===== config.mk =====
export PLATFORM = sky130hd
export DESIGN_NAME = option_byte_config_decoder
export DESIGN_NICKNAME = d
export VERILOG_FILES = /design/src/rtl/wdt_option_decode.v /design/src/rtl/lvd_option_decode.v /design/src/rtl/option_byte_config_decoder.v
export VERILOG_INCLUDE_DIRS = /design/src /design/src/rtl
export SDC_FILE = /design/constraint.sdc
export NUM_CORES = 1
export LEC_CHECK = 0
export BUFFER_PORTS_ARGS = -buffer_cell sky130_fd_sc_hd__buf_2
export CAP_MARGIN = 20
export CORE_MARGIN = 4
export CORE_UTILIZATION = 48
export DETAILED_ROUTE_END_ITERATION = 7
export PLACE_DENSITY_LB_ADDON = 0.12
export SKIP_CTS_REPAIR_TIMING = 1
export SYNTH_ARGS = -nofsm -noshare
export SYNTH_HDL_FRONTEND = slang
export SYNTH_HIERARCHICAL = 1
export SYNTH_SLANG_ARGS = --single-unit

===== constraint.sdc =====
create_clock -name aclk -period 2.19 [get_ports aclk]
set_input_delay 0.1095 -clock aclk [delete_from_list [all_inputs] [get_ports aclk]]
set_output_delay 0.1095 -clock aclk [all_outputs]
set_load 0.03 [all_outputs]

===== src/rtl/option_byte_consts.vh =====
// Constants for the option byte loader
`ifndef OPTION_BYTE_CONSTS_VH
`define OPTION_BYTE_CONSTS_VH
`define OB_IDX_WDT      10'h0c0
`define OB_IDX_VDT      10'h0c1
`define OB_IDX_OSC      10'h0c2
`define OB_IDX_DBG      10'h0c3
`define OB_IDX_STATUS   10'h0c4
`define OB_IDX_CTRL     10'h0c5
`define OB_FLASH_BASE   17'h000c0
`define OB_FLASH_MIRROR 17'h010c0
`define OB_NUM_BYTES    3'h4
`define OB_WDT_IRQ      7
`define OB_WDT_WIN_HI   6
`define OB_WDT_WIN_LO   5
`define OB_WDT_RUN      4
`define OB_WDT_PER_HI   3
`define OB_WDT_PER_LO   1
`define OB_WDT_STBY     0
`define OB_VDT_VPOC_HI  7
`define OB_VDT_VPOC_LO  5
`define OB_VDT_LVIS_HI  3
`define OB_VDT_LVIS_LO  2
`define OB_VDT_MODE_HI  1
`define OB_VDT_MODE_LO  0
`define OB_VDT_INTRST   2'h2
`define OB_VDT_RSTONLY  2'h3
`define OB_CTRL_RELOAD  0
`define OB_RST_BYTE     8'h00
`define OB_RESP_OKAY    2'h0
`define OB_RESP_SLVERR  2'h2
`define OB_RESP_DECERR  2'h3
`endif


===== src/rtl/wdt_option_decode.v =====
// Watchdog option byte field decoder
`include "option_byte_consts.vh"
module wdt_option_decode (
    input  wire [7:0]  wdt_byte,
    output wire [4:0]  overflow_exponent,
    output wire [16:0] interval_point,
    output wire        window_prohibited
);
    // ****************************************
    // Period code to power of two
    // ****************************************
    function [4:0] period_exp;
        input [2:0] code;
        begin
            case (code)
                3'h0: period_exp = 5'h06;
                3'h1: period_exp = 5'h07;
                3'h2: period_exp = 5'h08;
                3'h3: period_exp = 5'h09;
                3'h4: period_exp = 5'h0b;
                3'h5: period_exp = 5'h0d;
                3'h6: period_exp = 5'h0e;
                default: period_exp = 5'h10;
            endcase
        end
    endfunction

    wire [4:0] shift_amt;

    assign overflow_exponent = period_exp(wdt_byte[`OB_WDT_PER_HI:`OB_WDT_PER_LO]);
    assign shift_amt         = overflow_exponent - 5'h02;
    // Three quarters of the overflow count
    assign interval_point    = 17'h00003 << shift_amt;
    assign window_prohibited = wdt_byte[`OB_WDT_WIN_HI:`OB_WDT_WIN_LO] == 2'h0;
endmodule


===== src/rtl/lvd_option_decode.v =====
// Voltage detector option byte decoder
`include "option_byte_consts.vh"
module vdt_option_decode (
    input  wire [7:0] vdt_byte,
    output wire       detector_off,
    output reg  [3:0] pair_index,
    output reg  [1:0] low_index,
    output reg        vdt_prohibited
);
    // ****************************************
    // Single pair table lookup
    // ****************************************
    function [4:0] single_pair;
        input [4:0] sel;
        begin
            case (sel)
                5'h03: single_pair = 5'h00;
                5'h02: single_pair = 5'h01;
                5'h07: single_pair = 5'h02;
                5'h06: single_pair = 5'h03;
                5'h05: single_pair = 5'h04;
                5'h0b: single_pair = 5'h05;
                5'h0a: single_pair = 5'h06;
                5'h09: single_pair = 5'h07;
                5'h0f: single_pair = 5'h08;
                5'h0e: single_pair = 5'h09;
                5'h0d: single_pair = 5'h0a;
                5'h04: single_pair = 5'h0b;
                5'h08: single_pair = 5'h0c;
                5'h0c: single_pair = 5'h0d;
                default: single_pair = 5'h10;
            endcase
        end
    endfunction

    wire [2:0] vpoc;
    wire [1:0] lvis;
    wire [1:0] mode;
    wire [4:0] single;

    assign vpoc   = vdt_byte[`OB_VDT_VPOC_HI:`OB_VDT_VPOC_LO];
    assign lvis   = vdt_byte[`OB_VDT_LVIS_HI:`OB_VDT_LVIS_LO];
    assign mode   = vdt_byte[`OB_VDT_MODE_HI:`OB_VDT_MODE_LO];
    assign single = single_pair({vpoc, lvis});
    assign detector_off = mode[0] & vpoc[2];

    always @* begin
        pair_index     = single[3:0];
        low_index      = 2'h0;
        vdt_prohibited = 1'b0;
        if (mode == `OB_VDT_INTRST) begin
            // Falling low level by class, high pair by level select
            low_index      = vpoc[1:0];
            pair_index     = {vpoc[1:0], 2'h0} - {2'h0, vpoc[1:0]} + {2'h0, 2'h2 - lvis};
            vdt_prohibited = vpoc[2] | (lvis == 2'h3);
        end else if (mode[0] && !detector_off) begin
            vdt_prohibited = single[4];
        end else if (!mode[0]) begin
            vdt_prohibited = 1'b1;
        end
    end
endmodule


===== src/rtl/option_byte_config_decoder.v =====
// Option byte loader with register view over AXI4-Lite
//
// Overview of operation
// - Option bytes are fetched and applied after every reset release.
// - Software cannot alter any option byte value.
// - Image is three user bytes from 0x000c0 plus debug byte 0x000c3.
// - First byte holds watchdog interrupt, window, enable, period, standby.
// - Standby bit zero halts watchdog counting in halt or stop.
// - Period code picks 2^6 up to 2^16 slow clock cycles.
// - Enable bit starts watchdog after reset release, else stays stopped.
// - Window codes 01,10,11 give 50,75,100 percent; 00 prohibited.
// - Interval interrupt point at 75 percent when select bit set.
// - Mode 10 is interrupt and reset with high pair, low level.
// - Mode 11 is reset only with one tabulated threshold pair.
// - Third byte sets fast oscillator and flash mode in same load.
`include "option_byte_consts.vh"
module option_byte_config_decoder #(
    parameter ADDR_W = 12
) (
    input  wire              aclk,
    input  wire              aresetn,
    input  wire [ADDR_W-1:0] s_axi_awaddr,
    input  wire              s_axi_awvalid,
    output reg               s_axi_awready,
    input  wire [31:0]       s_axi_wdata,
    input  wire [3:0]        s_axi_wstrb,
    input  wire              s_axi_wvalid,
    output reg               s_axi_wready,
    output reg  [1:0]        s_axi_bresp,
    output reg               s_axi_bvalid,
    input  wire              s_axi_bready,
    input  wire [ADDR_W-1:0] s_axi_araddr,
    input  wire              s_axi_arvalid,
    output reg               s_axi_arready,
    output reg  [31:0]       s_axi_rdata,
    output reg  [1:0]        s_axi_rresp,
    output reg               s_axi_rvalid,
    input  wire              s_axi_rready,
    output reg               flash_rd_req,
    output reg  [16:0]       flash_rd_addr,
    input  wire [7:0]        flash_rd_data,
    input  wire              flash_rd_valid,
    input  wire              boot_swap,
    input  wire              low_power_state,
    output reg               reset_hold_n,
    output reg               watchdog_run_enable,
    output reg               watchdog_count_gate,
    output reg               standby_count_enable,
    output reg  [2:0]        overflow_period_sel,
    output reg  [4:0]        overflow_exponent,
    output reg               interval_irq_select,
    output reg  [16:0]       interval_point,
    output reg               refresh_span_hi,
    output reg               refresh_span_lo,
    output reg  [1:0]        detector_mode,
    output reg  [2:0]        voltage_class,
    output reg  [1:0]        level_select,
    output reg               detector_off,
    output reg  [3:0]        threshold_pair_index,
    output reg  [1:0]        low_threshold_index,
    output reg  [7:0]        fast_osc_flash_byte,
    output reg  [7:0]        debug_option_byte,
    output reg               config_error
);
    // ****************************************
    // Loader states
    // ****************************************
    localparam S_START = 2'h0;
    localparam S_FETCH = 2'h1;
    localparam S_APPLY = 2'h2;
    localparam S_DONE  = 2'h3;

    function [9:0] word_index;
        input [ADDR_W-1:0] addr;
        begin
            word_index = addr[11:2];
        end
    endfunction

    reg  [1:0]  state_q;
    reg  [1:0]  byte_cnt_q;
    reg         swap_q;
    reg  [7:0]  img_q [0:3];
    reg  [7:0]  wdt_q;
    reg  [7:0]  vdt_q;
    reg         loaded_q;
    reg         reload_q;
    reg         aw_have_q;
    reg         w_have_q;
    reg  [9:0]  aw_idx_q;
    reg  [31:0] w_data_q;
    reg  [3:0]  w_strb_q;
    reg  [31:0] rd_word;
    reg  [1:0]  rd_resp;
    wire [4:0]  exp_w;
    wire [16:0] ipoint_w;
    wire        win_bad_w;
    wire        vdt_off_w;
    wire [3:0]  pair_w;
    wire [1:0]  low_w;
    wire        vdt_bad_w;
    wire [9:0]  ar_idx;

    wdt_option_decode u_wdt (
        .wdt_byte          (img_q[0]),
        .overflow_exponent (exp_w),
        .interval_point    (ipoint_w),
        .window_prohibited (win_bad_w)
    );

    vdt_option_decode u_vdt (
        .vdt_byte       (img_q[1]),
        .detector_off   (vdt_off_w),
        .pair_index     (pair_w),
        .low_index      (low_w),
        .vdt_prohibited (vdt_bad_w)
    );

    // ****************************************
    // Flash fetch sequencer
    // ****************************************
    always @(posedge aclk) begin
        if (!aresetn) begin
            state_q       <= S_START;
            byte_cnt_q    <= 2'h0;
            swap_q        <= 1'b0;
            flash_rd_req  <= 1'b0;
            flash_rd_addr <= `OB_FLASH_BASE;
            img_q[0]      <= `OB_RST_BYTE;
            img_q[1]      <= `OB_RST_BYTE;
            img_q[2]      <= `OB_RST_BYTE;
            img_q[3]      <= `OB_RST_BYTE;
            loaded_q      <= 1'b0;
        end else begin
            case (state_q)
                S_START: begin
                    // Boot swap picks the mirror range
                    swap_q        <= boot_swap;
                    flash_rd_addr <= boot_swap ? `OB_FLASH_MIRROR : `OB_FLASH_BASE;
                    flash_rd_req  <= 1'b1;
                    byte_cnt_q    <= 2'h0;
                    state_q       <= S_FETCH;
                end
                S_FETCH: begin
                    if (flash_rd_valid) begin
                        img_q[byte_cnt_q] <= flash_rd_data;
                        byte_cnt_q        <= byte_cnt_q + 2'h1;
                        flash_rd_addr     <= flash_rd_addr + 17'h00001;
                        if (byte_cnt_q == 2'h3) begin
                            flash_rd_req <= 1'b0;
                            state_q      <= S_APPLY;
                        end
                    end
                end
                S_APPLY: begin
                    loaded_q <= 1'b1;
                    state_q  <= S_DONE;
                end
                default: begin
                    if (reload_q) begin
                        state_q <= S_START;
                    end
                end
            endcase
        end
    end

    // ****************************************
    // Configuration outputs
    // ****************************************
    always @(posedge aclk) begin
        if (!aresetn) begin
            reset_hold_n         <= 1'b0;
            wdt_q                <= `OB_RST_BYTE;
            vdt_q                <= `OB_RST_BYTE;
            watchdog_run_enable  <= 1'b0;
            watchdog_count_gate  <= 1'b0;
            standby_count_enable <= 1'b0;
            overflow_period_sel  <= 3'h0;
            overflow_exponent    <= 5'h00;
            interval_irq_select  <= 1'b0;
            interval_point       <= 17'h00000;
            refresh_span_hi      <= 1'b0;
            refresh_span_lo      <= 1'b0;
            detector_mode        <= 2'h0;
            voltage_class        <= 3'h0;
            level_select         <= 2'h0;
            detector_off         <= 1'b0;
            threshold_pair_index <= 4'h0;
            low_threshold_index  <= 2'h0;
            fast_osc_flash_byte  <= `OB_RST_BYTE;
            debug_option_byte    <= `OB_RST_BYTE;
            config_error         <= 1'b0;
        end else begin
            if (state_q == S_APPLY) begin
                // Latch every field in one edge
                wdt_q                <= img_q[0];
                vdt_q                <= img_q[1];
                watchdog_run_enable  <= img_q[0][`OB_WDT_RUN];
                standby_count_enable <= img_q[0][`OB_WDT_STBY];
                overflow_period_sel  <= img_q[0][`OB_WDT_PER_HI:`OB_WDT_PER_LO];
                overflow_exponent    <= exp_w;
                interval_irq_select  <= img_q[0][`OB_WDT_IRQ];
                // No interval point when the select bit is clear
                interval_point       <= img_q[0][`OB_WDT_IRQ] ? ipoint_w : 17'h00000;
                refresh_span_hi      <= img_q[0][`OB_WDT_WIN_HI];
                refresh_span_lo      <= img_q[0][`OB_WDT_WIN_LO];
                detector_mode        <= img_q[1][`OB_VDT_MODE_HI:`OB_VDT_MODE_LO];
                voltage_class        <= img_q[1][`OB_VDT_VPOC_HI:`OB_VDT_VPOC_LO];
                level_select         <= img_q[1][`OB_VDT_LVIS_HI:`OB_VDT_LVIS_LO];
                detector_off         <= vdt_off_w;
                threshold_pair_index <= pair_w;
                low_threshold_index  <= low_w;
                fast_osc_flash_byte  <= img_q[2];
                debug_option_byte    <= img_q[3];
                config_error         <= win_bad_w | vdt_bad_w;
            end
            // Hold processor and watchdog until fields are latched
            reset_hold_n <= loaded_q;
            // Count only after release, halted in low power unless enabled
            watchdog_count_gate <= reset_hold_n & watchdog_run_enable
                                   & (standby_count_enable | ~low_power_state);
        end
    end

    // ****************************************
    // AXI4-Lite write channel
    // ****************************************
    always @(posedge aclk) begin
        if (!aresetn) begin
            s_axi_awready <= 1'b0;
            s_axi_wready  <= 1'b0;
            s_axi_bvalid  <= 1'b0;
            s_axi_bresp   <= `OB_RESP_OKAY;
            aw_have_q     <= 1'b0;
            w_have_q      <= 1'b0;
            aw_idx_q      <= 10'h000;
            w_data_q      <= 32'h00000000;
            w_strb_q      <= 4'h0;
            reload_q      <= 1'b0;
        end else begin
            reload_q <= 1'b0;
            if (!aw_have_q && !s_axi_bvalid) begin
                s_axi_awready <= 1'b1;
            end
            if (!w_have_q && !s_axi_bvalid) begin
                s_axi_wready <= 1'b1;
            end
            if (s_axi_awvalid && s_axi_awready) begin
                aw_have_q     <= 1'b1;
                aw_idx_q      <= word_index(s_axi_awaddr);
                s_axi_awready <= 1'b0;
            end
            if (s_axi_wvalid && s_axi_wready) begin
                w_have_q     <= 1'b1;
                w_data_q     <= s_axi_wdata;
                w_strb_q     <= s_axi_wstrb;
                s_axi_wready <= 1'b0;
            end
            if (aw_have_q && w_have_q && !s_axi_bvalid) begin
                aw_have_q    <= 1'b0;
                w_have_q     <= 1'b0;
                s_axi_bvalid <= 1'b1;
                if (aw_idx_q == `OB_IDX_CTRL) begin
                    s_axi_bresp <= `OB_RESP_OKAY;
                    reload_q    <= w_strb_q[0] & w_data_q[`OB_CTRL_RELOAD];
                end else if (aw_idx_q >= `OB_IDX_WDT && aw_idx_q <= `OB_IDX_STATUS) begin
                    // Option bytes are read only
                    s_axi_bresp <= `OB_RESP_SLVERR;
                end else begin
                    s_axi_bresp <= `OB_RESP_DECERR;
                end
            end
            if (s_axi_bvalid && s_axi_bready) begin
                s_axi_bvalid <= 1'b0;
            end
        end
    end

    // ****************************************
    // AXI4-Lite read channel
    // ****************************************
    assign ar_idx = word_index(s_axi_araddr);

    always @* begin
        rd_word = 32'h00000000;
        rd_resp = `OB_RESP_OKAY;
        if (ar_idx == `OB_IDX_WDT) begin
            rd_word[7:0] = wdt_q;
        end else if (ar_idx == `OB_IDX_VDT) begin
            rd_word[7:0] = vdt_q;
        end else if (ar_idx == `OB_IDX_OSC) begin
            rd_word[7:0] = fast_osc_flash_byte;
        end else if (ar_idx == `OB_IDX_DBG) begin
            rd_word[7:0] = debug_option_byte;
        end else if (ar_idx == `OB_IDX_STATUS) begin
            rd_word[3:0] = {swap_q, config_error, reset_hold_n, loaded_q};
        end else if (ar_idx == `OB_IDX_CTRL) begin
            rd_word = 32'h00000000;
        end else begin
            rd_resp = `OB_RESP_DECERR;
        end
    end

    always @(posedge aclk) begin
        if (!aresetn) begin
            s_axi_arready <= 1'b0;
            s_axi_rvalid  <= 1'b0;
            s_axi_rdata   <= 32'h00000000;
            s_axi_rresp   <= `OB_RESP_OKAY;
        end else begin
            if (!s_axi_rvalid && !s_axi_arready) begin
                s_axi_arready <= 1'b1;
            end
            if (s_axi_arvalid && s_axi_arready) begin
                s_axi_arready <= 1'b0;
                s_axi_rvalid  <= 1'b1;
                s_axi_rdata   <= rd_word;
                s_axi_rresp   <= rd_resp;
            end
            if (s_axi_rvalid && s_axi_rready) begin
                s_axi_rvalid <= 1'b0;
            end
        end
    end
endmodule


==> summary.md, run 1 <==
The run finished, with violations left. The final reports fail on negative hold slack. After clock tree synthesis, the clock-pin slew on the worst setup and hold paths is 0.06 ns. Area growth from synthesis to layout: 19.4%. For this block, the routed nets add up to 17000 um of wire. The routed via count divided by cell count works out to 5.17. The routed layout has 5490 vias.

Entering global routing, the biggest net connects 133 pins. For this run, the leading register cell type out of synthesis is dfxtp_1. Across the routed clock network, the largest skew measured is 0.00734 ns.

The first detailed-routing pass took 4 iterations. Broken down by cell family, the worst path's largest delay share belongs to simple AND/OR/NAND/NOR gates. The run gives 17 as the number of CTS-inserted buffers. Counting every instance in the synthesized netlist gives 734. The mux share of post-synthesis cell area was 0.0860; the number of rows in the core area was 44. The number of synthesized flops with an enable pin is 32, and the via count of the first global-routing pass is 5189.

The number of fillers in the final layout is 1284. The first global-routing pass estimated 26700 um of wire. The maximum fanout count along the critical path is 3. Setup violations remaining at the end of the flow were counted as 0. The critical path runs through a total of 9 cells. The main combinational cell family by area after synthesis was simple AND/OR/NAND/NOR gates. The worst slew slack as a fraction of its limit is 0.551.

The H-tree was split into 4 levels. The sum of buffers and inverters on the critical path is 2. In this run the critical register-to-register path is launched from img_q[1][2]$_SDFFCE_PN0P_. The run gives 0 ns as the setup total negative slack. The critical path goes through inv_2, ha_4, inv_2, ha_4, or4_1, a21boi_1, a311o_1, mux2i_1, nor2b_1. The tools report the top-level I/O count as 200. The tools report the worst endpoint required time as 2.54 ns.

The worst setup path is captured at a flip-flop. The run gives 2 as the count of endpoints failing hold in the final timing report. The clock reaches the later pin of the worst-skew pair after 0.42 ns. For this run the aggregate overflow at the end of global routing stands at 0. The area fraction in compound gates after synthesis is 0.0950. For this design, the slowest cell found on the critical path is or4_1.

The congestion estimate from routability-driven global placement came to 0.781. The end-of-flow core utilization is 0.588, and the measured slew at the worst slew-check pin is 0.673 ns. The region available for standard cell placement spans 0.0146 mm2. The start point of the critical path is img_q[1][2]$_SDFFCE_PN0P_.

The logs give 0.00334 mm2 for the area occupied by registers and 959 for the number of nets in the final layout. The synthesis warning total is 6. The average instance in the mapped netlist occupies 9.83 um2.

The detail route stage leaves a number of antenna-violating nets equal to 0. The run gives 0.000498 V as the largest voltage drop on the vdd net. Counting along the longest clock path gives a buffer depth of 2. For the worst setup path, the data arrival time is 2.35 ns. The tools report the clock root buffer master as clkbuf_16. The HPWL after detailed placement is 11900 um. The adder-cell area share of the yosys netlist is 0.0288. TritonCTS built the clock tree. The async set-or-reset flop fraction in the synthesized netlist was 0.

Total area of multi-input combinational cells: 0.00347 mm2. For the number of distinct library cell variants in the gate-level netlist after synthesis, the log shows 62. The share of the cycle needed by the critical path after routing works out to 0.910.

The final max-slew violation count was 0. The most critical setup path has its endpoint at threshold_pair_index[3]$_SDFFE_PN0P_. The worst register-to-register path has a depth of 9. Overall fraction of global-route tracks in use: 0.201. The worst setup path is launched from a flip-flop. The wire length per cell was 16.0 um; the number of antenna violations at the first check in global routing was 0.

The area fraction in and, or, nand and nor cells after synthesis is 0.242. The min-delay analysis places its worst path in the category in2reg. The tools report the share of synthesized area occupied by flip-flops and latches as 0.463.

The flop and latch count out of synthesis is 151. The xor/xnor share of the synthesized area came out at 0.00850. For the worst setup slack for register-to-register paths, the log shows 0.20 ns. The count of buffers inserted at the top-level ports was 137; the maximum clock rate was 502 MHz. In this run the static leakage power is 3.58 nW. The category of the critical setup timing path was reg2reg. 0 antenna diodes ended up in the layout. In this run the power density over the cells is 907 mW/mm2.

The worst path in the final design needs a cycle of 1.99 ns, including I/O delays and setup. For this block, the initial DRC count from the detailed router was 297. The minimum hold slack is -0.0300 ns. The tools report the final routed DRC violation total as 0.

The combined area of all synthesized cells was 0.00722 mm2; the largest stage delay on the critical path was 0.47 ns. The die outline area was 0.0171 mm2. The endpoint identified for the worst register-to-register timing path is threshold_pair_index[3]$_SDFFE_PN0P_.

The run gives 151 as the count of clock tree sinks. The die extent in x was 131 um; the starting density of the core was 0.493. The die is 131 um tall. Setup repair after global routing left no endpoint under its margin. The ratio of cells with drive above 1 in the final layout is 0.230, and the max-cap check violation count is 0.
## power breakdown
group	leakage, nW	internal (mW)	switching, mW
clock network	0.266	1.58	1.12
registers	1.30	3.07	0.194
logic	2.02	0.693	1.15
total	3.58	5.34	2.47
## metal layers
metal  routed length, um  track usage
met1                7880        0.270
met2                8060        0.324
met3                 890       0.0455
met4                 209       0.0611
met5                   0            0
## flip-flops by register name, indices dropped and copies added (netlist names), 3 cells and up
| signal | flops |
|---|---|
| overflow_exponent | 5 |
| interval_point | 17 |
| fast_osc_flash_byte | 8 |
| debug_option_byte | 8 |
| voltage_class | 3 |
| s_axi_rdata | 8 |
| wdt_q | 5 |
| aw_idx_q | 10 |
| flash_rd_addr | 17 |
| threshold_pair_index | 4 |
| img_q | 32 |
| vdt_q | 3 |
## cells in the final DEF, fill, tap and decap left out, types with 13 or more instances in the layout
cell and n:
buf_2 136, dfxtp_1 119, nor2b_1 92, nand2_1 54, mux2i_1 53, and2_1 39, a21oi_1 32, edfxtp_1 32
conb_1 28, nor2_1 21, nand3_1 19, inv_1 17, a21boi_0 17, clkbuf_16 17, o21ai_0 15, dlygate4sd3_1 13
## cells in the mapped netlist, types with 7 or more instances
cell,instances,area [um2]
a21boi_0,17,128
a21oi_1,32,160
and2_1,39,244
and3_1,12,75.1
buf_2,15,75.1
buf_4,40,300
clkbuf_1,21,78.8
dfxtp_1,119,2380
edfxtp_1,32,961
ha_1,15,188
inv_1,20,75.1
mux2i_1,53,531
nand2_1,54,203
nand2b_1,12,75.1
nand3_1,19,95.1
nor2_1,21,78.8
nor2b_1,92,576
nor3_1,7,35.0
nor4_1,8,50.1
o21ai_0,15,75.1
xnor2_1,7,61.3
## worst register-to-register path: stages, from the launching register on
cell and delay [ns]:
edfxtp_1 0.40, inv_2 0.12, ha_4 0.21, inv_2 0.08, ha_4 0.20, or4_1 0.47, a21boi_1 0.14, a311o_1 0.13
mux2i_1 0.07, nor2b_1 0.10
## worst min-delay path by stage
| stage | startpoint | depth (start not counted) | endpoint |
|---|---|---|---|
| after global routing | s_axi_wstrb[0] | 3 | w_strb_q[0]$_SDFFE_PN0P_ |
| after detailed placement | low_power_state | 2 | watchdog_count_gate$_SDFF_PN0_ |
| after CTS | low_power_state | 2 | watchdog_count_gate$_SDFF_PN0_ |
| after global placement | low_power_state | 2 | watchdog_count_gate$_SDFF_PN0_ |
| final | s_axi_wstrb[0] | 3 | w_strb_q[0]$_SDFFE_PN0P_ |
| after floorplan | low_power_state | 1 | watchdog_count_gate$_SDFF_PN0_ |
## area by class of cell
type / instances / share of cell area
well taps: 184 / 0.0267
clock buffers: 19 / 0.0514
inverters: 20 / 0.00872
repair buffers: 163 / 0.109
clock inverters: 13 / 0.0125
flip-flops and latches: 151 / 0.388
multi-input cells: 512 / 0.403
## metrics by stage
step           setup WS (ns)  hold WS [ns]  std cells  total power [mW]  area [um2]
6_report               0.198       -0.0300       1062              7.81        8610
5_1_grt               0.0320       0.00629       1062              8.20        8610
4_1_cts               0.0675        -0.158       1049              7.85        8450
3_5_place_dp          0.0942         0.288       1017              5.13        7900
3_3_place_gp           0.170         0.286       1017              5.09        7900
2_1_floorplan          0.154         0.203        760              4.68        7310
## kinds of logic after synthesis
logic type      Yosys count
mux                      57
compound gates          106
xor+xnor                  7
buf+inv                  97
flops                   151
other cells               2
fa+ha+maj                16
simple gates            298
No activity file was read; power rests on OpenSTA's default activity.
==> run 2, diff against run 1 <==
--- a/config.mk
+++ b/config.mk
@@ -6,13 +6,14 @@
 export SDC_FILE = /design/constraint.sdc
 export NUM_CORES = 1
 export LEC_CHECK = 0
+export ABC_AREA = 1
 export BUFFER_PORTS_ARGS = -buffer_cell sky130_fd_sc_hd__buf_2
 export CAP_MARGIN = 20
 export CORE_MARGIN = 4
-export CORE_UTILIZATION = 48
+export CORE_UTILIZATION = 47
 export DETAILED_ROUTE_END_ITERATION = 7
 export PLACE_DENSITY_LB_ADDON = 0.12
-export SKIP_CTS_REPAIR_TIMING = 1
+export SLEW_MARGIN = 20
 export SYNTH_ARGS = -nofsm -noshare
 export SYNTH_HDL_FRONTEND = slang
 export SYNTH_HIERARCHICAL = 1
==> run 2 against run 1 <==
- the flow now finishes without violations
- area after synthesis is 3.7% lower
- synthesized cell count up 20%
- maximum frequency increased by 3.9%
- count of clock-buffer cells in the layout decreased by 1
- critical path depth shrank 1
- clock power grew 3%
- final cell count up 15%
- design area is 3.0% lower
- critical path type unchanged
- largest cell class is now sequential cells
- largest power group unchanged
==> summary.md, run 2 <==
For the die outline area, the log shows 0.0168 mm2 (-1.5%). The tools report the synthesis warning total as 6 (unchanged). The worst setup path is launched from a flip-flop. The first-pass GRT wire length was 27300 um (+2.2%). In this run, post-CTS repair resized a total of 0 instances. For the number of CTS-inserted buffers, the log shows 17 (unchanged).

The count of antenna-violating nets left after detailed routing was 0 (unchanged); the flop and latch count out of synthesis was 151 (unchanged). The switching portion of total power came out at 0.358 (+0.0415). The internal power is 5.49 mW (+2.9%), and the die boundary height is 130 um (-0.77%). The run gives 2 (unchanged) as the number of buffers on the longest clock path. In this run the clock root is driven by a clkbuf_16. The logs give 200 (unchanged) for the top-level I/O count and 0.417 (about the same) for the proportion of power drawn by flip-flops and latches. The total area of multi-input combinational cells was 0.00296 mm2 (-15%); the synthesized netlist cell count was 881 (+20%). For the first-iteration detailed-routing DRC count, the log shows 315 (+6.1%).

The clock-pin slew of the registers on the worst-case setup and hold paths works out to 0.06 ns (about the same). The flow ran to the end, and the final reports show no timing, DRC or antenna violations. TritonCTS built the clock tree. The power density over cell area is 1020 mW/mm2 (+13%), and the maximum clock rate is 522 MHz (+3.9%). The synthesized design spends more area on one cell type than any other, namely dfxtp_1.

Worst slew slack as a fraction of its limit: 0.587 (+0.0362). The number of failing setup endpoints in the final timing report came out at 0 (unchanged). The flip-flop count of the largest register after layout works out to 32 (unchanged). The top-area cell type share of the netlist area is 0.343 (+0.0127). After synthesis, the cell types taking the most area are dfxtp_1, edfxtp_1, nor2_1, o21ai_0, nand2_1. The most numerous cell in the Yosys netlist is nor2_1. The wire length per cell works out to 14.3 um (-11%). The logs give 0 (unchanged) for the final max-slew violation count and 151 (unchanged) for the count of clock tree sinks.

The number of synthesized flops with an enable pin was 32 (unchanged); the maximum number of pins on one net before global-route repair was 46 (-65%). The maximum fanout count along the critical path works out to 9 (+6). For the worst endpoint required time, the log shows 2.28 ns (-0.26 ns).

For the final RePlAce weighted congestion, the log shows 0.860 (+10%). The length of the first detailed-routing pass in iterations came out at 4 (unchanged). The final wirelength was 17500 um (+2.5%). For the final routed DRC violation total, the log shows 0 (unchanged).

The tools report the area of the core region as 0.0145 mm2 (-0.75%). The worst hold path belongs to the class in2reg. The async set-or-reset flop fraction in the synthesized netlist was 0 (unchanged); the share of synthesized area occupied by flip-flops and latches was 0.481 (+0.0178). Leaving out fill and tap cells, the most frequent cells in the layout are nor2_1, buf_2, dfxtp_1. For the number of nets in the final layout, the log shows 1117 (+16%). The worst endpoint data arrival time is 2.01 ns (-0.34 ns), and the logic gate share of total power is 0.259 (+0.022). In this run the post-CTS setup repair buffer count came out at 0. Count of endpoints failing hold in the final timing report: 0 (-2). The clock latency reported for the late side of the worst-skew pair was 0.42 ns (about the same). The number of antenna violations at the first check in global routing was 0 (unchanged); the maximum clock skew at final layout was 0.00732 ns (-0.0000179 ns). The end-of-flow core utilization is 0.575 (-0.0131), and the max-cap check violation count is 0 (unchanged). The worst setup path is of the reg2reg kind. The via count of the first global-routing pass came out at 5491 (+5.8%). Ratio of cells with drive above 1 in the final layout: 0.214 (-0.0158).

The tools report the area occupied by registers as 0.00334 mm2 (unchanged). Clock share of power: 0.324 (-0.022). The library cell used most frequently in the layout, excluding fill and tap cells, is nor2_1.

The combined area of all synthesized cells was 0.00695 mm2 (-3.7%). The routed via count divided by cell count is 4.94 (-4.5%), and the final global-route overflow total is 0 (unchanged). Post-DP HPWL: 12900 um (+7.8%). The number of fillers in the final layout came out at 1389 (+8.2%). The measured slew at the worst slew-check pin is 0.619 ns (-0.0544 ns). The tools report the number of rows in the core area as 44 (unchanged). The setup total negative slack was 0 ns (unchanged). The commonest cells after synthesis are nor2_1, dfxtp_1, nand2_1. The share of the cycle needed by the critical path after routing was 0.876 (-0.0342); the count of vias placed by the detailed router was 6022 (+9.7%). The starting density of the core was 0.478 (-0.0146); the die extent in x was 130 um (-0.77%).

The synthesized area divided by synthesized cell count was 7.89 um2 (-20%); the minimum clock period was 1.92 ns (-0.0748 ns). The logs give 3.90 nW (+9.1%) for the leakage component of the power and 0.000635 V (+27%) for the largest voltage drop on the vdd net. STA classifies the critical path endpoint as a flip-flop. For the number of distinct library cell variants in the gate-level netlist after synthesis, the log shows 51 (-18%).

Count of antenna diodes in the layout: 0 (unchanged). The count of buffers inserted at the top-level ports came out at 137 (unchanged). The largest registers in the layout are img_q: 32 flops, flash_rd_addr: 17 flops, interval_point: 17 flops.

The most used flip-flop cell after synthesis is dfxtp_1. The overall fraction of global-route tracks in use was 0.206 (+0.00543). The register with the most flip-flops in the final layout is img_q.

Level count of the clock H-tree: 4 (unchanged). Setup repair after global routing left no endpoint under its margin. The reported net switching power was 3.06 mW (+24%); the area growth from synthesis to layout was 20.3%.
==> run 2: changes by cell type after synthesis, moves of 25 or more <==
cell / delta
a21oi_1: +25
and2_1: -38
inv_1: +58
mux2i_1: -53
nand2_1: +50
nand3_1: +37
nor2_1: +147
nor2b_1: -92
o21ai_0: +68
==> run 2: routing by layer <==
metal | vias up | track usage | part of all wire
met5 | - | 0 | 0
met3 | 21 | 0.0503 | 0.067
met1 | 2714 | 0.287 | 0.47
li1 | 3110 | - | -
met4 | 0 | 0.0642 | 0.015
met2 | 177 | 0.318 | 0.44
==> run 2: cell families (layout without fill, tap and decap cells) <==
logic type | after synthesis | in the layout | share of synthesized area
AO/OA/AOI/OAI | 165 | 165 | 0.132
XOR/XNOR | 3 | 3 | 0.00378
adder cells (fa/ha/maj) | 16 | 16 | 0.0299
buffers and inverters | 156 | 285 | 0.107
flip-flops | 151 | 151 | 0.481
other | 2 | 28 | 0.00108
AND/OR/NAND/NOR | 388 | 388 | 0.245
==> run 2: layout make-up <==
| class | instances | area share |
|---|---|---|
| Sequential cell | 151 | 0.400 |
| Multi-Input combinational cell | 600 | 0.354 |
| Timing Repair Buffer | 163 | 0.110 |
| Clock buffer | 18 | 0.0514 |
| Inverter | 90 | 0.0407 |
| Tap cell | 184 | 0.0275 |
| Clock inverter | 14 | 0.0159 |
==> run 2: timing repair <==
action / in CTS / in global routing
hold endpoints to repair: 16 / 0
endpoints found under the setup margin: 0 / 0
hold buffers: 16 / 0
==> run 2: power groups by stage <==
| stage | clock network [mW] | registers (mW) | logic, mW |
|---|---|---|---|
| after detailed placement | 0 | 3.62 | 2.20 |
| final | 2.77 | 3.56 | 2.22 |
| after global routing | 2.94 | 3.61 | 2.44 |
| after global placement | 0 | 3.62 | 2.19 |
| after CTS | 2.83 | 3.57 | 2.23 |
| after floorplan | 0 | 3.96 | 1.23 |
==> run 2: worst paths after layout <==
kind                            depth (start not counted)                        start  slack [ns]                     endpoint
worst max-delay path                                    8      state_q[1]$_SDFFE_PN0P_        0.27    img_q[0][7]$_SDFFCE_PN0P_
worst min-delay path                                    3                 s_axi_wvalid        0.04        w_have_q$_SDFFE_PP0P_
worst max register to register                          8      state_q[1]$_SDFFE_PN0P_        0.27    img_q[0][7]$_SDFFCE_PN0P_
worst min register to register                          2  s_axi_rdata[2]$_SDFFE_PN0P_        0.46  s_axi_rdata[2]$_SDFFE_PN0P_
==> run 2: metrics by stage <==
stage	power [mW]	hold slack [ns]	cell area, um2	std cells	setup WS, ns
2_1_floorplan	5.19	0.201	7050	907	0.381
3_3_place_gp	5.81	0.292	7630	1172	0.314
3_5_place_dp	5.82	0.288	7630	1172	0.286
4_1_cts	8.62	0.0268	8360	1220	0.271
5_1_grt	8.99	0.0534	8360	1220	0.0989
6_report	8.55	0.0422	8360	1220	0.273
==> run 2: critical path: stages (launching register included) <==
cell and delay (ns):
dfxtp_1 0.33, inv_1 0.10, ha_1 0.29, nand2_4 0.13, nor2_4 0.16, inv_2 0.07
nor2_4 0.10, nand2_2 0.12, nand2_1 0.28
==> run 3, diff against run 2 <==
--- a/config.mk
+++ b/config.mk
@@ -6,11 +6,11 @@
 export SDC_FILE = /design/constraint.sdc
 export NUM_CORES = 1
 export LEC_CHECK = 0
-export ABC_AREA = 1
+export ABC_AREA = 0
 export BUFFER_PORTS_ARGS = -buffer_cell sky130_fd_sc_hd__buf_2
 export CAP_MARGIN = 20
 export CORE_MARGIN = 4
-export CORE_UTILIZATION = 47
+export CORE_UTILIZATION = 48
 export DETAILED_ROUTE_END_ITERATION = 7
 export PLACE_DENSITY_LB_ADDON = 0.12
 export SLEW_MARGIN = 20
==> run 3 against run 2 <==
- non-clock buffer count up 3
- largest power group unchanged
- maximum frequency down 3.8%
- clock skew down 0.00085 ns
- design area up 3.4%
- register-to-register slack worse by 0.08 ns
- sequential share of layout area down 1.3 points
- worst hold slack worse by 0.024 ns
==> summary.md, run 3 (synthesis results as in run 1) <==
The run finished with clean final reports. The worst setup path is captured at a flip-flop. The worst setup path is launched from a flip-flop. Count of antenna-violating nets left after detailed routing: 0 (unchanged). The die outline area was 0.0171 mm2 (+1.6%). For the worst endpoint data arrival time, the log shows 2.35 ns (+0.34 ns).

For the clock latency reported for the late side of the worst-skew pair, the log shows 0.42 ns (about the same). The maximum clock rate was 502 MHz (-3.8%). The via count of the first global-routing pass came out at 5285 (-3.8%). TritonCTS built the clock tree. The logs give 0 (unchanged) for the count of endpoints failing hold in the final timing report and 1065 (-13%) for the filler-free cell count of the finished design.

The first-pass GRT wire length is 27000 um (-0.99%), and the routed via count divided by cell count is 5.15 (+4.4%). The clock share of power was 0.346 (+0.022); the pre-CTS setup slack was 0.0942 ns (-0.191 ns). The count of clock tree sinks was 151 (unchanged); the first-iteration detailed-routing DRC count was 305 (-3.2%).

The largest register by flop count is img_q. The final wirelength came out at 17100 um (-2.2%). The startpoint identified for the worst hold timing path is flash_rd_data[4].

Share of the cycle needed by the critical path after routing: 0.910 (+0.0343). The most critical setup path has its startpoint at img_q[1][2]$_SDFFCE_PN0P_. The maximum fanout count along the critical path is 3 (-6), and the flip-flop count of the largest register after layout is 32 (unchanged).

The total power after layout was 7.81 mW (-8.6%); the post-DP HPWL was 11900 um (-7.3%). The wire length per cell was 16.0 um (+12%). Setup repair after global routing left no endpoint under its margin.

The path class of the lowest-slack min-delay path is in2reg. The maximum number of pins on one net before global-route repair came out at 133 (+190%). The die boundary height came out at 131 um (+0.78%).

The post-CTS setup repair buffer count was 0 (unchanged). The count of antenna diodes in the layout is 0 (unchanged), and the final critical-path setup slack is 0.197 ns (-0.0751 ns). The switching portion of total power was 0.316 (-0.0415).

The ratio of cells with drive above 1 in the final layout was 0.229 (+0.0150); the count of vias placed by the detailed router was 5488 (-8.9%). Number of nets in the final layout: 962 (-14%). The maximum clock skew at final layout is 0.00647 ns (-0.000852 ns), and the proportion of power drawn by flip-flops and latches is 0.417 (about the same).

In the layout the commonest cells are buf_2, dfxtp_1, nor2b_1. The most frequent standard cell in the layout excluding fill and tap cells is buf_2. The total instance count after detailed placement is 1017 (-13%). The run gives 0 (unchanged) as the final routed DRC violation total.

The internal power was 5.34 mW (-2.7%); the post-place instance area was 0.00790 mm2 (+3.5%). The tools report the final RePlAce weighted congestion as 0.781 (-9.3%). The post-route cell area came out at 0.00864 mm2 (+3.4%). The die extent in x is 131 um (+0.78%), and the top-level I/O count is 200 (unchanged). The overall fraction of global-route tracks in use was 0.203 (-0.00329). The run gives 44 (unchanged) as the number of rows in the core area. The launching point of the worst reg2reg path was img_q[1][2]$_SDFFCE_PN0P_. Relative to the synthesized area, the layout overhead comes to 19.8%. The final global-route overflow total was 0 (unchanged). The length of the first detailed-routing pass in iterations is 4 (unchanged).

The power density over cell area was 904 mW/mm2 (-12%); the setup total negative slack was 0 ns (unchanged). The number of failing setup endpoints in the final timing report came out at 0 (unchanged). The clock-pin slew of the registers on the worst-case setup and hold paths is 0.06 ns (about the same). For the logic gate share of total power, the log shows 0.237 (-0.022). In the final layout, the registers with the most flip-flops are img_q: 32 flops, flash_rd_addr: 17 flops, interval_point: 17 flops. Area of the core region: 0.0146 mm2 (+0.76%). The minimum clock period works out to 1.99 ns (+0.0751 ns). The tools report the starting density of the core as 0.493 (+0.0146). The logs give 0 (unchanged) for the number of antenna violations at the first check in global routing and 17 (unchanged) for the number of CTS-inserted buffers. The worst slew slack as a fraction of its limit is 0.547 (-0.0406), and the count of buffers inserted at the top-level ports is 137 (unchanged). The tools report the clock root buffer master as clkbuf_16.

The reported net switching power was 2.47 mW (-19%). The worst endpoint required time is 2.54 ns (+0.26 ns), and the number of fillers in the final layout is 1279 (-7.9%). The run gives 0.000499 V (-21%) as the largest voltage drop on the vdd net. The category of the critical setup timing path is reg2reg. The logs give 0 (unchanged) for the final max-slew violation count and 0 (unchanged) for the max-cap check violation count. The tools report the number of buffers on the longest clock path as 2 (unchanged). The level count of the clock H-tree was 4 (unchanged); the measured slew at the worst slew-check pin was 0.680 ns (+0.0609 ns).

Leakage component of the power: 3.59 nW (-8.0%).
==> run 3: cell count changes in the layout (fill, tap and decap cells not counted), sizes merged, moves of 17 or more <==
cell    previous run  this run
o21ai             87        17
nor2             180        21
nor3              25         8
a21oi             61        32
nor2b              0        94
inv               90        20
and2               1        40
a21boi             1        20
nand2            112        54
nand3             58        20
mux2i              0        53
==> run 3: through the flow <==
stage                     hold WS [ns]   util
after floorplan                  0.203      -
after global placement           0.286  0.540
after detailed placement         0.288  0.540
after CTS                      0.00470  0.588
after global routing            0.0227  0.590
final                           0.0178  0.590
==> run 3: power groups by stage <==
stage	registers (mW)	clock network, mW	logic [mW]
floorplan	3.48	0	1.20
global placement	3.31	0	1.78
detailed placement	3.32	0	1.82
CTS	3.26	2.76	1.86
global route	3.29	2.89	2.03
finish	3.26	2.70	1.85
==> run 3: final cells by class <==
cell class / instances / area (um2) / share of cell area
inverters: 20 / 75.1 / 0.00869
well taps: 184 / 230 / 0.0266
flip-flops and latches: 151 / 3340 / 0.387
clock buffers: 19 / 443 / 0.0513
repair buffers: 166 / 971 / 0.112
multi-input cells: 512 / 3470 / 0.402
clock inverters: 13 / 108 / 0.0125
==> run 3: path summary, 6_finish.rpt <==
kind	to	slack (ns)	depth (start not counted)
setup / recovery	threshold_pair_index[3]$_SDFFE_PN0P_	0.20	9
hold / removal	img_q[2][4]$_SDFFCE_PN0P_	0.02	2
setup reg to reg	threshold_pair_index[3]$_SDFFE_PN0P_	0.20	9
hold reg to reg	flash_rd_addr[16]$_SDFFE_PN0P_	0.46	1
==> run 3: layer usage <==
metal,track usage,up-vias,wire [um]
met3,0.0455,14,892
met5,0,-,0
li1,-,2725,-
met4,0.0611,0,194
met2,0.329,131,8050
met1,0.272,2618,7940
==> run 3: repair_timing <==
action | CTS | global route
hold endpoints to repair | 16 | 0
gates resized for setup | 0 | 6
setup endpoints to repair | 0 | 1
hold buffers | 16 | 0
==> run 3: critical path, stage by stage (launching register included) <==
cell      delay [ns]
edfxtp_1        0.40
inv_2           0.12
ha_4            0.21
inv_2           0.08
ha_4            0.20
or4_1           0.47
a21boi_1        0.14
a311o_1         0.13
mux2i_1         0.07
nor2b_1         0.10
